[config.mk]
export PLATFORM = sky130hd
export DESIGN_NAME = qcr_top
export DESIGN_NICKNAME = d
export VERILOG_FILES = /design/src/rtl/qcr_pkg.sv /design/src/rtl/qcr_quad_dec.sv /design/src/rtl/qcr_top.sv
export VERILOG_INCLUDE_DIRS = /design/src /design/src/rtl
export SDC_FILE = /design/constraint.sdc
export NUM_CORES = 1
export LEC_CHECK = 0
export BUFFER_PORTS_ARGS = -buffer_cell sky130_fd_sc_hd__buf_2
export CORE_MARGIN = 3
export CORE_UTILIZATION = 40
export CTS_CLUSTER_SIZE = 40
export DETAILED_ROUTE_END_ITERATION = 10
export PLACE_DENSITY = 0.56
export REMOVE_ABC_BUFFERS = 1
export SYNTH_ARGS = -nofsm -noshare
export SYNTH_HDL_FRONTEND = slang
export SYNTH_SLANG_ARGS = --single-unit
[constraint.sdc]
create_clock -name clk_sys -period 3.95 [get_ports clk_sys]
set_input_delay 0 -clock clk_sys [delete_from_list [all_inputs] [get_ports clk_sys]]
set_output_delay 0 -clock clk_sys [all_outputs]
set_load 0.005 [all_outputs]
[src/rtl/qcr_consts.svh]
/*
  Register offsets, field positions, reset values and codes of the
  quadrature counting and reset-synchronized PWM timer slice.
  Assumes inclusion by bare name from the package and the design files.
*/
`ifndef QCR_CONSTS_SVH
`define QCR_CONSTS_SVH

// Byte offsets on the register bus, one aligned word each.
`define QCR_OFF_START 8'h00
`define QCR_OFF_CH3_MODE 8'h04
`define QCR_OFF_CH3_CTRL 8'h08
`define QCR_OFF_CHAN_CFG 8'h0C
`define QCR_OFF_OUT_CTRL 8'h10
`define QCR_OFF_OUT_EN 8'h14
`define QCR_OFF_GATE_CTRL 8'h18
`define QCR_OFF_CH3_CNT 8'h1C
`define QCR_OFF_CH4_CNT 8'h20
`define QCR_OFF_CH3_PERIOD 8'h24
`define QCR_OFF_PAIR1 8'h28
`define QCR_OFF_PAIR2 8'h2C
`define QCR_OFF_PAIR3 8'h30
`define QCR_OFF_CH0_CNT 8'h34
`define QCR_OFF_CH0_SPEED 8'h38
`define QCR_OFF_CH0_WIDTH 8'h3C
`define QCR_OFF_CH0_POS 8'h40
`define QCR_OFF_CH0_BUF 8'h44
`define QCR_OFF_CH1_CNT 8'h48
`define QCR_OFF_CH1_CAPA 8'h4C
`define QCR_OFF_CH1_CAPB 8'h50
`define QCR_OFF_CH2_CNT 8'h54
`define QCR_OFF_STATUS 8'h58

// Run bits of the start register.
`define QCR_RUN_CH0 0
`define QCR_RUN_CH1 1
`define QCR_RUN_CH2 2
`define QCR_RUN_CH3 3
`define QCR_RUN_CH4 4

// Channel configuration register fields.
`define QCR_CFG_QUAD1 0
`define QCR_CFG_QUAD2 1
`define QCR_CFG_WIDTH_CAP 2
`define QCR_CFG_POS_CAP 3
`define QCR_CFG_PSC_LSB 4

// Channel 3 control register fields.
`define QCR_CTRL_PSC_LSB 0
`define QCR_CTRL_EDGE_LSB 3
`define QCR_CTRL_CLR_LSB 5

// Output control register fields.
`define QCR_OC_TOG_EN 0
`define QCR_OC_NEG_LVL 1
`define QCR_OC_POS_LVL 2

// Gate control register fields.
`define QCR_GC_BDC 0
`define QCR_GC_FB_SEL 1
`define QCR_GC_DIRECT 2
`define QCR_GC_PAT_LSB 3

// Per-channel status nibble fields.
`define QCR_ST_OVF 0
`define QCR_ST_UNF 1
`define QCR_ST_DIR 2

// Codes and reset values.
`define QCR_MODE_RSPWM 4'h8
`define QCR_CLR_PERIOD 3'h1
`define QCR_EDGE_RISE 2'h0
`define QCR_EDGE_FALL 2'h1
`define QCR_RST_PERIOD 16'hFFFF
`define QCR_RST_STATUS 4'h4
`define QCR_CNT_ONE 16'h0001

`endif

[src/rtl/qcr_pkg.sv]
/*
  Types shared by the timer slice: bus carriers, pin bundle, bus state
  and the software-visible register image.
  Assumes the constants header sits beside it.
*/
`default_nettype none

package qcr_pkg;
  `include "qcr_consts.svh"

  typedef logic [15:0] qcr_cnt_t;

  typedef struct packed {
    logic read;
    logic write;
    logic [7:0] address;
    logic [31:0] writedata;
    logic [3:0] byteenable;
  } qcr_avs_req_t;

  typedef struct packed {
    logic [31:0] readdata;
    logic waitrequest;
  } qcr_avs_rsp_t;

  typedef struct packed {
    logic cycle_toggle_out;
    logic pwm_out3_neg;
    logic pwm_out2_neg;
    logic pwm_out1_neg;
    logic pwm_out3_pos;
    logic pwm_out2_pos;
    logic pwm_out1_pos;
  } qcr_pwm_pins_t;

  typedef enum logic [1:0] {
    QCR_BUS_IDLE = 2'b01,
    QCR_BUS_ACK = 2'b10
  } qcr_bus_state_t;

  typedef struct packed {
    logic [4:0] start;
    logic [3:0] ch3_mode;
    logic [7:0] ch3_ctrl;
    logic [6:0] chan_cfg;
    logic [2:0] out_ctrl;
    logic [5:0] out_en;
    logic [8:0] gate_ctrl;
    qcr_cnt_t ch3_counter;
    qcr_cnt_t ch4_counter;
    qcr_cnt_t ch3_period_reg;
    qcr_cnt_t pair1_transition_reg;
    qcr_cnt_t pair2_transition_reg;
    qcr_cnt_t pair3_transition_reg;
    qcr_cnt_t ch0_cnt;
    qcr_cnt_t ch0_speed_period_reg;
    qcr_cnt_t ch0_width_capture_reg;
    qcr_cnt_t ch0_position_period_reg;
    qcr_cnt_t ch0_capture_buffer_reg;
    qcr_cnt_t [1:0] qcnt;
    qcr_cnt_t ch1_capture_a_reg;
    qcr_cnt_t ch1_capture_b_reg;
    logic [1:0][3:0] status;
    logic [2:0] pwm_state;
    logic cyc_tog;
  } qcr_regs_t;
endpackage : qcr_pkg

`default_nettype wire

[src/rtl/qcr_quad_dec.sv]
/*
  Two-phase decoder for quadrature variant 4 of one channel.
  Assumes phase inputs are synchronous to clk_sys.
*/
`default_nettype none

module qcr_quad_dec (
  input wire logic clk_sys,
  input wire logic srst,
  input wire logic enable,
  input wire logic phase_a,
  input wire logic phase_b,
  output logic count_up,
  output logic count_dn
);
  import qcr_pkg::*;

  logic a_q;
  logic b_q;
  logic b_edge;
  logic a_steady;

  // Only a B edge under a steady A counts; A edges alone never count.
  assign b_edge = phase_b != b_q;
  assign a_steady = phase_a == a_q;
  // B rising with A high or falling with A low means up, else down.
  assign count_up = enable && b_edge && a_steady
                    && (phase_b == phase_a);
  assign count_dn = enable && b_edge && a_steady
                    && (phase_b != phase_a);

  // Previous phase levels for edge detection.
  always_ff @(posedge clk_sys) begin
    if (srst) begin
      a_q <= 1'b0;
      b_q <= 1'b0;
    end else begin
      a_q <= phase_a;
      b_q <= phase_b;
    end
  end
endmodule : qcr_quad_dec

`default_nettype wire

[src/rtl/qcr_top.sv]
/*
  Timer slice: quadrature variant 4 counting on channels 1 and 2, the
  channel 0 to channel 1 capture links, and reset-synchronized
  three-phase PWM on channels 3 and 4, behind an Avalon-MM slave.
  Assumes all pin inputs are synchronous to clk_sys and srst is
  synchronous, active high.
*/
`default_nettype none
`include "qcr_consts.svh"

module qcr_top (
  input wire logic clk_sys,
  input wire logic srst,
  input wire qcr_pkg::qcr_avs_req_t avs,
  output qcr_pkg::qcr_avs_rsp_t avs_rsp,
  input wire logic ch1_phase_a_in,
  input wire logic ch1_phase_b_in,
  input wire logic ch2_phase_a_in,
  input wire logic ch2_phase_b_in,
  input wire logic ext_clk_in,
  input wire logic [2:0] fb_in,
  output qcr_pkg::qcr_pwm_pins_t pins,
  output logic [6:0] pins_oe
);
  import qcr_pkg::*;

  qcr_regs_t r;
  qcr_regs_t next_r;
  qcr_bus_state_t bus_state;
  qcr_bus_state_t next_bus_state;
  qcr_avs_rsp_t next_rsp;
  qcr_pwm_pins_t next_pins;
  logic [6:0] next_pins_oe;
  logic [5:0] presc;
  logic [5:0] next_presc;
  logic ext_q;
  logic [1:0] q_up;
  logic [1:0] q_dn;
  logic [1:0] phase_a;
  logic [1:0] phase_b;
  logic wr_fire;
  logic pwm_mode;

  // Reset image of the register set.
  function automatic qcr_regs_t rst_regs();
    qcr_regs_t v;
    v = '0;
    v.ch3_period_reg = `QCR_RST_PERIOD;
    v.status = {`QCR_RST_STATUS, `QCR_RST_STATUS};
    rst_regs = v;
  endfunction : rst_regs

  // Count tick from the prescaler or from the external clock edge.
  function automatic logic presc_tick(input logic [2:0] sel,
      input logic [5:0] pc, input logic ext_edge);
    case (sel)
      3'h0: presc_tick = 1'b1;
      3'h1: presc_tick = &pc[1:0];
      3'h2: presc_tick = &pc[3:0];
      3'h3: presc_tick = &pc[5:0];
      default: presc_tick = ext_edge;
    endcase
  endfunction : presc_tick

  // Merges write data into a register under the two low byte enables.
  function automatic logic [15:0] wrv(input logic [15:0] old);
    wrv = {avs.byteenable[1] ? avs.writedata[15:8] : old[15:8],
           avs.byteenable[0] ? avs.writedata[7:0] : old[7:0]};
  endfunction : wrv

  // Read decode; unmapped offsets read as zero.
  function automatic logic [31:0] rd(input logic [7:0] a,
      input qcr_regs_t v);
    case (a)
      `QCR_OFF_START: rd = 32'(v.start);
      `QCR_OFF_CH3_MODE: rd = 32'(v.ch3_mode);
      `QCR_OFF_CH3_CTRL: rd = 32'(v.ch3_ctrl);
      `QCR_OFF_CHAN_CFG: rd = 32'(v.chan_cfg);
      `QCR_OFF_OUT_CTRL: rd = 32'(v.out_ctrl);
      `QCR_OFF_OUT_EN: rd = 32'(v.out_en);
      `QCR_OFF_GATE_CTRL: rd = 32'(v.gate_ctrl);
      `QCR_OFF_CH3_CNT: rd = 32'(v.ch3_counter);
      `QCR_OFF_CH4_CNT: rd = 32'(v.ch4_counter);
      `QCR_OFF_CH3_PERIOD: rd = 32'(v.ch3_period_reg);
      `QCR_OFF_PAIR1: rd = 32'(v.pair1_transition_reg);
      `QCR_OFF_PAIR2: rd = 32'(v.pair2_transition_reg);
      `QCR_OFF_PAIR3: rd = 32'(v.pair3_transition_reg);
      `QCR_OFF_CH0_CNT: rd = 32'(v.ch0_cnt);
      `QCR_OFF_CH0_SPEED: rd = 32'(v.ch0_speed_period_reg);
      `QCR_OFF_CH0_WIDTH: rd = 32'(v.ch0_width_capture_reg);
      `QCR_OFF_CH0_POS: rd = 32'(v.ch0_position_period_reg);
      `QCR_OFF_CH0_BUF: rd = 32'(v.ch0_capture_buffer_reg);
      `QCR_OFF_CH1_CNT: rd = 32'(v.qcnt[0]);
      `QCR_OFF_CH1_CAPA: rd = 32'(v.ch1_capture_a_reg);
      `QCR_OFF_CH1_CAPB: rd = 32'(v.ch1_capture_b_reg);
      `QCR_OFF_CH2_CNT: rd = 32'(v.qcnt[1]);
      `QCR_OFF_STATUS: rd = 32'(v.status);
      default: rd = 32'h0000_0000;
    endcase
  endfunction : rd

  // Phase pins per quadrature channel: A/B on 1, C/D on 2.
  assign phase_a = {ch2_phase_a_in, ch1_phase_a_in};
  assign phase_b = {ch2_phase_b_in, ch1_phase_b_in};
  assign pwm_mode = r.ch3_mode == `QCR_MODE_RSPWM;
  assign wr_fire = bus_state == QCR_BUS_ACK && avs.write;

  // One variant 4 decoder per quadrature channel.
  for (genvar g = 0; g < 2; g++) begin : gen_dec
    qcr_quad_dec u_dec (
      .clk_sys(clk_sys),
      .srst(srst),
      .enable(r.chan_cfg[`QCR_CFG_QUAD1 + g] && r.start[`QCR_RUN_CH1 + g]),
      .phase_a(phase_a[g]),
      .phase_b(phase_b[g]),
      .count_up(q_up[g]),
      .count_dn(q_dn[g])
    );
  end

  // Bus slave: one wait state, then waitrequest low for one cycle.
  always_comb begin
    next_bus_state = bus_state;
    next_rsp = avs_rsp;
    unique case (bus_state)
      QCR_BUS_IDLE: begin
        if (avs.read || avs.write) begin
          next_bus_state = QCR_BUS_ACK;
          next_rsp.waitrequest = 1'b0;
          next_rsp.readdata = avs.read ? rd(avs.address, r) : '0;
        end
      end
      QCR_BUS_ACK: begin
        next_bus_state = QCR_BUS_IDLE;
        next_rsp.waitrequest = 1'b1;
      end
    endcase
  end

  always_ff @(posedge clk_sys) begin
    if (srst) begin
      bus_state <= QCR_BUS_IDLE;
      avs_rsp <= '{readdata: 32'h0000_0000, waitrequest: 1'b1};
    end else begin
      bus_state <= next_bus_state;
      avs_rsp <= next_rsp;
    end
  end

  // Counters, captures, PWM state, software writes and status flags.
  always_comb begin
    logic ext_edge;
    logic tick0;
    logic tick3;
    logic run0;
    logic cmp_a;
    logic cmp_c;
    logic clr3;
    logic width_clk;
    logic [2:0] tog;
    logic [1:0] up;
    logic [1:0] dn;
    logic [1:0] ovf;
    logic [1:0] unf;
    logic [1:0] step;
    logic [1:0] edge_sel;
    next_r = r;
    next_presc = presc + 6'h01;
    edge_sel = r.ch3_ctrl[`QCR_CTRL_EDGE_LSB +: 2];
    ext_edge = (ext_clk_in && !ext_q && edge_sel != `QCR_EDGE_FALL)
               || (!ext_clk_in && ext_q && edge_sel != `QCR_EDGE_RISE);
    tick0 = presc_tick(r.chan_cfg[`QCR_CFG_PSC_LSB +: 3], presc, ext_edge);
    tick3 = presc_tick(r.ch3_ctrl[`QCR_CTRL_PSC_LSB +: 3], presc, ext_edge);
    run0 = tick0 && r.start[`QCR_RUN_CH0];
    ovf = '0;
    unf = '0;
    // Channel 0 frames the control periods by its two compare matches.
    cmp_a = run0 && r.ch0_cnt == r.ch0_speed_period_reg;
    cmp_c = run0 && r.ch0_cnt == r.ch0_position_period_reg;
    if (run0) begin
      next_r.ch0_cnt = cmp_c ? '0 : r.ch0_cnt + `QCR_CNT_ONE;
    end
    // Quadrature channels ignore the prescaler; plain mode uses it.
    for (int i = 0; i < 2; i++) begin
      step[i] = tick0 && r.start[`QCR_RUN_CH1 + i];
      up[i] = r.chan_cfg[`QCR_CFG_QUAD1 + i] ? q_up[i] : step[i];
      dn[i] = r.chan_cfg[`QCR_CFG_QUAD1 + i] && q_dn[i];
      if (up[i]) begin
        next_r.qcnt[i] = r.qcnt[i] + `QCR_CNT_ONE;
        ovf[i] = r.qcnt[i] == `QCR_RST_PERIOD;
        next_r.status[i][`QCR_ST_DIR] = 1'b1;
      end else if (dn[i]) begin
        next_r.qcnt[i] = r.qcnt[i] - `QCR_CNT_ONE;
        unf[i] = r.qcnt[i] == '0;
        next_r.status[i][`QCR_ST_DIR] = 1'b0;
      end
    end
    // Channel 1 count clock latches the width, old width into buffer.
    width_clk = up[0] || dn[0];
    if (r.chan_cfg[`QCR_CFG_WIDTH_CAP] && width_clk) begin
      next_r.ch0_capture_buffer_reg = r.ch0_width_capture_reg;
      next_r.ch0_width_capture_reg = r.ch0_cnt;
    end
    // Channel 0 matches latch the channel 1 position count.
    if (r.chan_cfg[`QCR_CFG_POS_CAP]) begin
      if (cmp_a) begin
        next_r.ch1_capture_a_reg = r.qcnt[0];
      end
      if (cmp_c) begin
        next_r.ch1_capture_b_reg = r.qcnt[0];
      end
    end
    // Channel 3 up-counter bounded by the period register.
    clr3 = 1'b0;
    tog = '0;
    if (tick3 && r.start[`QCR_RUN_CH3]) begin
      clr3 = r.ch3_counter == r.ch3_period_reg
             && r.ch3_ctrl[`QCR_CTRL_CLR_LSB +: 3] == `QCR_CLR_PERIOD;
      next_r.ch3_counter = clr3 ? '0
                           : r.ch3_counter + `QCR_CNT_ONE;
      if (pwm_mode) begin
        next_r.ch4_counter = clr3 ? '0 : r.ch4_counter + `QCR_CNT_ONE;
        tog = {r.ch3_counter == r.pair3_transition_reg,
               r.ch3_counter == r.pair2_transition_reg,
               r.ch3_counter == r.pair1_transition_reg};
        tog = tog | {3{clr3}};
        next_r.pwm_state = r.pwm_state ^ tog;
        if (clr3 && r.out_ctrl[`QCR_OC_TOG_EN]) begin
          next_r.cyc_tog = ~r.cyc_tog;
        end
      end
    end
    if (!pwm_mode && tick3 && r.start[`QCR_RUN_CH4]) begin
      next_r.ch4_counter = r.ch4_counter + `QCR_CNT_ONE;
    end
    // Software writes win over counting in the same cycle.
    if (wr_fire) begin
      case (avs.address)
        `QCR_OFF_START: next_r.start = 5'(wrv(16'(r.start)));
        `QCR_OFF_CH3_MODE: next_r.ch3_mode = 4'(wrv(16'(r.ch3_mode)));
        `QCR_OFF_CH3_CTRL: next_r.ch3_ctrl = 8'(wrv(16'(r.ch3_ctrl)));
        `QCR_OFF_CHAN_CFG: next_r.chan_cfg = 7'(wrv(16'(r.chan_cfg)));
        `QCR_OFF_OUT_CTRL: next_r.out_ctrl = 3'(wrv(16'(r.out_ctrl)));
        `QCR_OFF_OUT_EN: next_r.out_en = 6'(wrv(16'(r.out_en)));
        `QCR_OFF_GATE_CTRL: next_r.gate_ctrl = 9'(wrv(16'(r.gate_ctrl)));
        `QCR_OFF_CH3_CNT: next_r.ch3_counter = wrv(r.ch3_counter);
        `QCR_OFF_CH4_CNT: next_r.ch4_counter = wrv(r.ch4_counter);
        `QCR_OFF_CH3_PERIOD: next_r.ch3_period_reg = wrv(r.ch3_period_reg);
        `QCR_OFF_PAIR1:
          next_r.pair1_transition_reg = wrv(r.pair1_transition_reg);
        `QCR_OFF_PAIR2:
          next_r.pair2_transition_reg = wrv(r.pair2_transition_reg);
        `QCR_OFF_PAIR3:
          next_r.pair3_transition_reg = wrv(r.pair3_transition_reg);
        `QCR_OFF_CH0_CNT: next_r.ch0_cnt = wrv(r.ch0_cnt);
        `QCR_OFF_CH0_SPEED:
          next_r.ch0_speed_period_reg = wrv(r.ch0_speed_period_reg);
        `QCR_OFF_CH0_POS:
          next_r.ch0_position_period_reg = wrv(r.ch0_position_period_reg);
        `QCR_OFF_CH1_CNT: next_r.qcnt[0] = wrv(r.qcnt[0]);
        `QCR_OFF_CH2_CNT: next_r.qcnt[1] = wrv(r.qcnt[1]);
        `QCR_OFF_STATUS: begin
          // Writing one clears a flag; the direction bits are read-only.
          for (int i = 0; i < 2; i++) begin
            next_r.status[i][`QCR_ST_OVF] = r.status[i][`QCR_ST_OVF]
              && !avs.writedata[4 * i + `QCR_ST_OVF];
            next_r.status[i][`QCR_ST_UNF] = r.status[i][`QCR_ST_UNF]
              && !avs.writedata[4 * i + `QCR_ST_UNF];
          end
        end
        default: begin
        end
      endcase
    end
    // Flag events set after any clear so a same-cycle event survives.
    for (int i = 0; i < 2; i++) begin
      if (ovf[i]) begin
        next_r.status[i][`QCR_ST_OVF] = 1'b1;
      end
      if (unf[i]) begin
        next_r.status[i][`QCR_ST_UNF] = 1'b1;
      end
    end
  end

  always_ff @(posedge clk_sys) begin
    if (srst) begin
      r <= rst_regs();
      presc <= 6'h00;
      ext_q <= 1'b0;
    end else begin
      r <= next_r;
      presc <= next_presc;
      ext_q <= ext_clk_in;
    end
  end

  // Pin shaping: complement, motor gating, level, master enable.
  always_comb begin
    logic [2:0] pos;
    logic [2:0] neg;
    logic [5:0] pat;
    logic [5:0] en;
    pos = r.pwm_state;
    neg = ~r.pwm_state;
    pat = r.gate_ctrl[`QCR_GC_FB_SEL] ? {~fb_in, fb_in}
          : r.gate_ctrl[`QCR_GC_PAT_LSB +: 6];
    if (r.gate_ctrl[`QCR_GC_BDC]) begin
      pos = r.gate_ctrl[`QCR_GC_DIRECT] ? pat[2:0] : pat[2:0] & pos;
      neg = r.gate_ctrl[`QCR_GC_DIRECT] ? pat[5:3] : pat[5:3] & neg;
    end
    pos = r.out_ctrl[`QCR_OC_POS_LVL] ? pos : ~pos;
    neg = r.out_ctrl[`QCR_OC_NEG_LVL] ? neg : ~neg;
    en = pwm_mode ? r.out_en : 6'h00;
    next_pins.pwm_out1_pos = en[0] && pos[0];
    next_pins.pwm_out2_pos = en[1] && pos[1];
    next_pins.pwm_out3_pos = en[2] && pos[2];
    next_pins.pwm_out1_neg = en[3] && neg[0];
    next_pins.pwm_out2_neg = en[4] && neg[1];
    next_pins.pwm_out3_neg = en[5] && neg[2];
    next_pins_oe[6] = pwm_mode && r.out_ctrl[`QCR_OC_TOG_EN];
    next_pins.cycle_toggle_out = next_pins_oe[6] && r.cyc_tog;
    next_pins_oe[5:0] = en;
  end

  always_ff @(posedge clk_sys) begin
    if (srst) begin
      pins <= '0;
      pins_oe <= 7'h00;
    end else begin
      pins <= next_pins;
      pins_oe <= next_pins_oe;
    end
  end
endmodule : qcr_top

`default_nettype wire

; Word-level counts from Yosys, hierarchy flattened
; Cells that the tools add are included.
[classes]
add_sub_neg = 8
n_eq_ne = 60
n_mux = 67
n_bitwise = 9
n_reduce_logical = 98
[ops]
columns = cell, count
row1 = $pmux 16 s23, 1
row2 = $mux 16, 21
row3 = $mux 128, 1
row4 = $eq 16x16->1, 6
row5 = $mux 8, 12
row6 = $add 16x1->16 const B, 5
row7 = $eq 8x6->1 const B, 8
row8 = $mux 32, 2
row9 = $reduce_and 3->1, 21
row10 = $eq 8x7->1 const B, 7
row11 = $logic_and 1x1->1, 40
row12 = $eq 16x16->1 const B, 2
row13 = $eq 8x5->1 const B, 4
row14 = $logic_not 16->1, 2
row15 = $sub 16x1->16 const B, 2
row16 = $ne 3x3->1 const B, 10
row17 = $mux 3, 6
row18 = $reduce_and 2->1, 9
row19 = $reduce_bool 2->1, 9
row20 = $eq 8x4->1 const B, 2
row21 = $mux 1, 13
row22 = $eq 3x2->1 const B, 4
row23 = $mux 6, 2
row24 = $not 3->3, 4
row25 = 25 further kinds, 49
[word_totals]
register_bits = 352
inputBits = 56
out_inout_bits = 47
elab_cells = 301

; Depth between registers and ports, before layout
; Gate-level depths: netlist of run 1.
[depth]
ltp_word = 11
depth_mapped = 11
depth_no_buf = 8

; Modules after synthesis
; A second synthesis of run 1 with hierarchy kept.
[unflattened]
hier_cells = 2500
hier_area_um2 = 19939.1
[modules_own_cells]
columns = module, instances, cells_each, area_per_inst_um2, seq_area_each_um2
row1 = qcr_top, 1, 2480, 19728.9, 6626.4
row2 = qcr_quad_dec, 2, 10, 105.1, 40.0

; Worst setup path before layout of run 1
; Ideal clock, no wire load.
[synth_timing]
path_kind = reg-to-reg
start = register presc[0]
end = register r[35] in the netlist's numbering
arrival_time_ps = 2269
required_ps = 3822
setup_slack_ps = 1554
stages_incl_launch_ff = 10
synth_period_minus_slack_ps = 2396
path_cell_list = dfxtp_1 ha_1 nand3_1 a21o_1 a211oi_1 and3_1 buf_4 buf_6 mux2i_1 nor2_1
[synth_between]
elab_chain_len = 5
[synth_lines]
columns = element, line_no
row1 = start: declaration, qcr_top.sv:34  ; logic [5:0] presc;
row2 = start signal: assignment, qcr_top.sv:293  ; presc <= next_presc;
row3 = $reduce_and 6->1 (tied with other cells), qcr_top.sv:60  ; 3'h3: presc_tick = &pc[5:0];
row4 = $pmux 1 s4 *, qcr_top.sv:56  ; case (sel)
row5 = $logic_and 1x1->1 *, qcr_top.sv:174  ; run0 = tick0 && r.start[`QCR_RUN_CH0];
row6 = $logic_and 1x1->1 *, qcr_top.sv:178  ; cmp_a = run0 && r.ch0_cnt == r.ch0_speed_period_reg;
row7 = $reduce_and 2->1 (no source line) *, -
row8 = end signal: assignment, qcr_top.sv:288  ; r <= rst_regs();
row9 = end signal: assignment, qcr_top.sv:292  ; r <= next_r;
row10 = end: declaration, qcr_top.sv:27  ; qcr_regs_t r;
; Every way passes the cells marked *; elsewhere a longest branch is shown, timed or not.
; A chain may end at the register's enable or synchronous reset.

; Worst setup path after layout of run 1
[layout_timing]
start = register presc[0]
end = register r[243] in the netlist's numbering
[layout_between]
elab_chain_len = 6
[layout_lines]
columns = element, line_no
row1 = $reduce_and 6->1 (tied with other cells), qcr_top.sv:60
row2 = $pmux 1 s4 *, qcr_top.sv:56
row3 = $logic_and 1x1->1 *, qcr_top.sv:216  ; if (tick3 && r.start[`QCR_RUN_CH3]) begin
row4 = $mux 32 *, qcr_top.sv:216
row5 = $mux 16, qcr_top.sv:238  ; case (avs.address)
row6 = $mux 128 *, qcr_top.sv:237  ; if (wr_fire) begin
; Marks and branches as above.

==> results of run 1 <==
## worst register-to-register path: stages, from the launching register on
cell,delay (ns)
dfxtp_1,0.35
ha_1,0.27
nand3_1,0.17
a21oi_1,0.67
o211a_1,0.48
nand4_1,0.24
a2111oi_0,0.47
a31oi_1,0.08
a311oi_1,0.30
## kinds of logic after synthesis
logic type      after synthesis  share of synthesized area
mux                          46                     0.0250
compound gates              692                      0.240
other cells                   1                   0.000203
simple gates                952                      0.244
buf+inv                     246                     0.0563
flops                       335                      0.363
fa+ha+maj                    10                    0.00677
xor+xnor                    137                     0.0650
## worst paths after layout
| check | end | slack, ns | depth (start not counted) |
|---|---|---|---|
| setup / recovery | r[243] | 0.83 | 8 |
| hold / removal | ext_q | 0.24 | 3 |
| setup reg to reg | r[243] | 0.83 | 8 |
| hold reg to reg | avs_rsp[11] | 0.45 | 2 |
## sequential cells by signal (all words and copies together), names as in the netlist
register / count
r: 292
avs_rsp: 16
pins: 7
pins_oe: 7
presc: 6
bus_state: 2
gen_dec.u_dec.a_q: 2
gen_dec.u_dec.b_q: 2
ext_q: 1
## power groups by stage
stage,clock network [mW],registers (mW),logic [mW]
2_1_floorplan,0,3.47,0.0944
5_1_grt,4.26,3.40,0.405
4_1_cts,4.14,3.40,0.377
3_3_place_gp,0,3.48,0.348
3_5_place_dp,0,3.48,0.351
6_report,4.11,3.40,0.393
## area by class of cell
type                       instances  share of cell area
inverter                          29             0.00515
timing repair buffer             177              0.0599
clock inverter                    13              0.0111
tap                              600              0.0355
multi-input combinational       1853               0.514
clock buffer                      58              0.0568
sequential                       335               0.317
## stage by stage
| stage | hold WS [ns] | util | power, mW | worst slack, ns | cells |
|---|---|---|---|---|---|
| CTS | 0.230 | 0.465 | 7.92 | 0.874 | 3065 |
| global route | 0.292 | 0.465 | 8.06 | 0.739 | 3065 |
| floorplan | 0.0667 | - | 3.57 | 1.10 | 2217 |
| global placement | 0.262 | 0.426 | 3.82 | 1.04 | 2960 |
| detailed placement | 0.273 | 0.426 | 3.83 | 0.890 | 2960 |
| finish | 0.243 | 0.465 | 7.90 | 0.833 | 3065 |
## synth_stat cells, drive strengths merged, types with 8 or more instances
cell type	count	area, um2
nor2b	21	131
a21oi	241	1210
o22a	8	70.1
nand3b	10	75.1
clkbuf	173	649
o22ai	15	93.8
or3	12	80.1
and2	24	150
nor4b	10	93.8
o31ai	10	75.1
a222oi	16	160
mux2i	45	450
nand4	47	294
a22o	21	184
or4	8	63.8
a211oi	20	150
or4b	9	93.8
and3	17	106
nor3	53	280
buf	44	282
a311oi	11	96.3
a31oi	29	188
nor4	25	156
nand3	115	576
xor2	20	175
a221oi	15	131
ha	10	125
o21ai	121	606
a22oi	108	811
xnor2	117	1020
inv	28	105
nor2	175	659
dfxtp	335	6710
nand2b	9	56.3
nand2	394	1480
## timing repair
action | 4_1_cts | 5_1_grt
endpoints found under the setup margin | 0 | 0
hold endpoints to repair | 193 | 0
hold buffers | 34 | 0
## metal layers
layer  vias to the layer above  routed length (um)  track usage
met4                         2                3920        0.137
li1                       8748                   -            -
met5                         -                  11            0
met1                      9609               34500        0.441
met2                      1132               37500        0.514
met3                       241                8710       0.0763
==> qor.yml, run 1 <==
status: "complete, no violations"
design.core.area_mm2: 0.0455
drc: 0
synth_edf_count: 0
cts_tree: "built"
multi_input_area_mm2: 0.0109
wl_um: 84600
setup.worst_path.start: "presc[0]"
grt_pass1_vias: 18000
p_switching_mw: 1.91
grt_max_degree: 93
internal_power_mw: 5.99
reg2reg_from: "presc[0]"
place_congestion: 1.02
vias: 19700
end_kind: "flop"
vias_per_cell: 6.44
cp.required_ns: 4.42
final_antenna_net_count: 0
drv_cap: 0
setup_tns_ns: 0
fp-row-count: 78
final_cell_mix: "nand2_1, dfxtp_1, a21oi_1, nor2_1, o21ai_0"
leakage_nw: 6.89
fin_area_mm2: 0.0211
wl_per_cell_um: 27.6
synthArstFlopShare: 0
max_freq_mhz: 321
ys.flop_type: "dfxtp_1"
syn_avg_cell_area_um2: 7.64
clk_pin_slew_ns: 0.06
arrival_ns: 3.58
fillers: 4503
p_seq_frac: 0.431
dieArea_mm2: 0.0488
cts_sinks: 335
finalNetCount: 2502
slew_viol_final: 0
worst_path_dominant_cell_family: "compound AO/OA/AOI/OAI gates"
ys_ff_latch: 335
layout_commonest_cell: "nand2_1"
grt_setup_unrepaired: "no"
port_buffers: 68
clkLatencyLatePin_ns: 0.58
cts.htree.levels: 2
drtPass1Iterations: 6
clkPwrFrac: 0.520
yosysUniqueCellTypes: 83
finalSetupViolCount: 0
final-seq-area_mm2: 0.00671
critPathMaxFanout: 10
area_delta_synth_final_pct: 14.4
cts-root-buf: "clkbuf_16"
hold_viol: 0
die_x_um: 221
worstMarginPinSlew_ns: 1.13
cpPeakStageDelay_ns: 0.67
path_cells: "ha_1, nand3_1, a21oi_1, o211a_1, nand4_1, a2111oi_0, a31oi_1, a311oi_1"
track_usage: 0.330
ioPinCount: 103
crit_path_top_delay_cell: "a21oi_1"
startpoint_type: "flop"
initial_utilization: 0.406
ir_drop_uv: 236
slew_headroom: 0.243
overflow: 0
p_per_area_mw_per_mm2: 374
cts_max_path_buffers: 3
yosys_warnings: 0
hold_path.class: "in -> reg"
syn_inst: 2419
die_y_um: 221
finalCritPeriodShare: 0.789
antenna_found_initial: 1
numCtsBuffers: 40
power_frac_comb: 0.050
ys_seq_area_frac: 0.363
min_from: "ext_clk_in"
cts_resized: 0
syn-cell-area_mm2: 0.0185
worstPathBufferInverterCount: 0
grt_pass1_wl_um: 122000
postCtsSetupBuffers: 0
drt_iter0_drc: 2662
dp_hpwl_um: 60000
postPlaceCellArea_mm2: 0.0194
fin_skew_ns: 0.0233
diodes: 0
min_period_ns: 3.12
swShare: 0.242
drive_gt1_frac: 0.0986
crit_type: "reg -> reg"
(Power assumes the default switching activity.)
==> inputs of run 2 (changes only) <==
- clock period: 3.95 -> 2.95 ns (I/O delays scaled with it)
==> run 2 against run 1 <==
Net effect: the run now ends with negative hold slack left; global-route usage barely moved; utilization up 0.83 points; via count increased by 1.7%; critical path type unchanged; sequential power is 34% higher; critical path depth fell by 1; non-clock buffer count grew 64; register-to-register slack worse by 0.64 ns; final cell count grew 2.0%; worst hold slack got worse by 0.24 ns; count of clock-buffer cells in the layout is 2 lower.
==> qor.yml, run 2 (synthesis results as in run 1) <==
worstPathBufferInverterCount: 1
postCtsSetupBuffers: 0
fin_skew_ns: 0.0163
die_y_um: 221
violations: "negative hold slack"
wl_per_cell_um: 27.1
fp-row-count: 78
end_kind: "flop"
final_cell_mix: "nand2_1, dfxtp_1, a21oi_1, nor2_1, buf_4"
cts.htree.levels: 2
grt_pass1_vias: 18500
startpoint_type: "flop"
cp.required_ns: 3.42
max_freq_mhz: 363
multi_input_area_mm2: 0.0109
dp_hpwl_um: 61300
cts_resized: 0
finalNetCount: 2565
drc: 0
dieArea_mm2: 0.0488
holdWs_ns: -0.000395
grt_setup_unrepaired: "no"
diodes: 0
cpPeakStageDelay_ns: 0.79
crit_type: "reg -> reg"
min_period_ns: 2.75
internal_power_mw: 7.57
status: "finished, violations left"
track_usage: 0.330
p_seq_frac: 0.452
largest_reg_flops: 292
finalSetupViolCount: 0
cts_max_path_buffers: 3
worst_path_dominant_cell_family: "simple AND/OR/NAND/NOR gates"
clk_pin_slew_ns: 0.06
path_cells: "or4b_2, mux2_2, o211ai_2, buf_4, nor4_1, o21ai_0, a211oi_1"
hold_viol: 1
largestRegisters: "r (292), avs_rsp (16)"
layout_commonest_cell: "nand2_1"
place_congestion: 1.00
critPathMaxFanout: 14
die_x_um: 221
design.core.area_mm2: 0.0455
swShare: 0.248
leakage_nw: 7.18
ir_drop_uv: 376
wl_um: 84600
drv_cap: 0
instances_no_fill: 3125
cts-root-buf: "clkbuf_16"
hold_buffers: 28
vias_per_cell: 6.42
power.total_mw: 10.1
numCtsBuffers: 39
vias: 20100
crit_path_top_delay_cell: "or4b_2"
port_buffers: 68
clkLatencyLatePin_ns: 0.57
drtPass1Iterations: 8
clkPwrFrac: 0.495
slew_headroom: 0.313
final-seq-area_mm2: 0.00671
area_delta_synth_final_pct: 16.5
overflow: 0
setup_tns_ns: 0
dp.cells: 3030
antenna_found_initial: 5
grt_pass1_wl_um: 123000
initial_utilization: 0.406
p_switching_mw: 2.49
fillers: 4557
max_flop_register: "r"
place_ws_ns: 0.282
cts_sinks: 335
worstMarginPinSlew_ns: 1.03
finalCritPeriodShare: 0.933
postPlaceCellArea_mm2: 0.0200
power_frac_comb: 0.053
ioPinCount: 103
p_per_area_mw_per_mm2: 468
setup_ws_ns: 0.197
fin_area_mm2: 0.0215
drt_iter0_drc: 2820
final_antenna_net_count: 0
slew_viol_final: 0
arrival_ns: 3.22
drive_gt1_frac: 0.122
grt_max_degree: 111
hold_path.class: "in -> reg"
cts_tree: "built"
-- run 2: worst paths after layout --
kind               startpoint           to  slack [ns]  depth (start not counted)
hold / removal       fb_in[1]      pins[1]     -0.0004                          5
setup / recovery       r[285]       r[233]        0.20                          7
setup reg to reg       r[285]       r[233]        0.20                          7
hold reg to reg   avs_rsp[11]  avs_rsp[11]        0.45                          2
-- run 2: cell type report --
type / count / share of cell area
sequential: 335 / 0.312
tap: 600 / 0.0349
inverter: 29 / 0.00506
clock buffer: 56 / 0.0540
timing repair buffer: 241 / 0.0840
multi-input combinational: 1853 / 0.505
clock inverter: 11 / 0.00518
-- run 2: worst min-delay path, cell delays in order --
cell and delay [ns]:
buf_2 0.10, nand2_1 0.08, a31oi_1 0.10, xnor2_1 0.12, and2_1 0.11
-- run 2: layer usage --
| layer | track usage | part of all wire | vias to the layer above |
|---|---|---|---|
| met5 | 0 | 0.00037 | - |
| met4 | 0.140 | 0.048 | 6 |
| met3 | 0.0731 | 0.11 | 250 |
| met2 | 0.519 | 0.44 | 1229 |
| met1 | 0.438 | 0.40 | 9740 |
| li1 | - | - | 8839 |
-- run 2: metrics by stage --
step | hold WS [ns] | utilization
2_1_floorplan | 0.0667 | -
3_3_place_gp | 0.262 | 0.439
3_5_place_dp | 0.278 | 0.439
4_1_cts | 0.00148 | 0.473
5_1_grt | 0.0264 | 0.473
6_report | -0.000395 | 0.473
-- run 2: power groups by stage --
stage	sequential, mW	clock (mW)	combinational [mW]
final	4.56	4.98	0.529
after global routing	4.55	5.20	0.542
after CTS	4.55	5.02	0.508
after detailed placement	4.65	0	0.481
after global placement	4.65	0	0.479
after floorplan	4.65	0	0.126
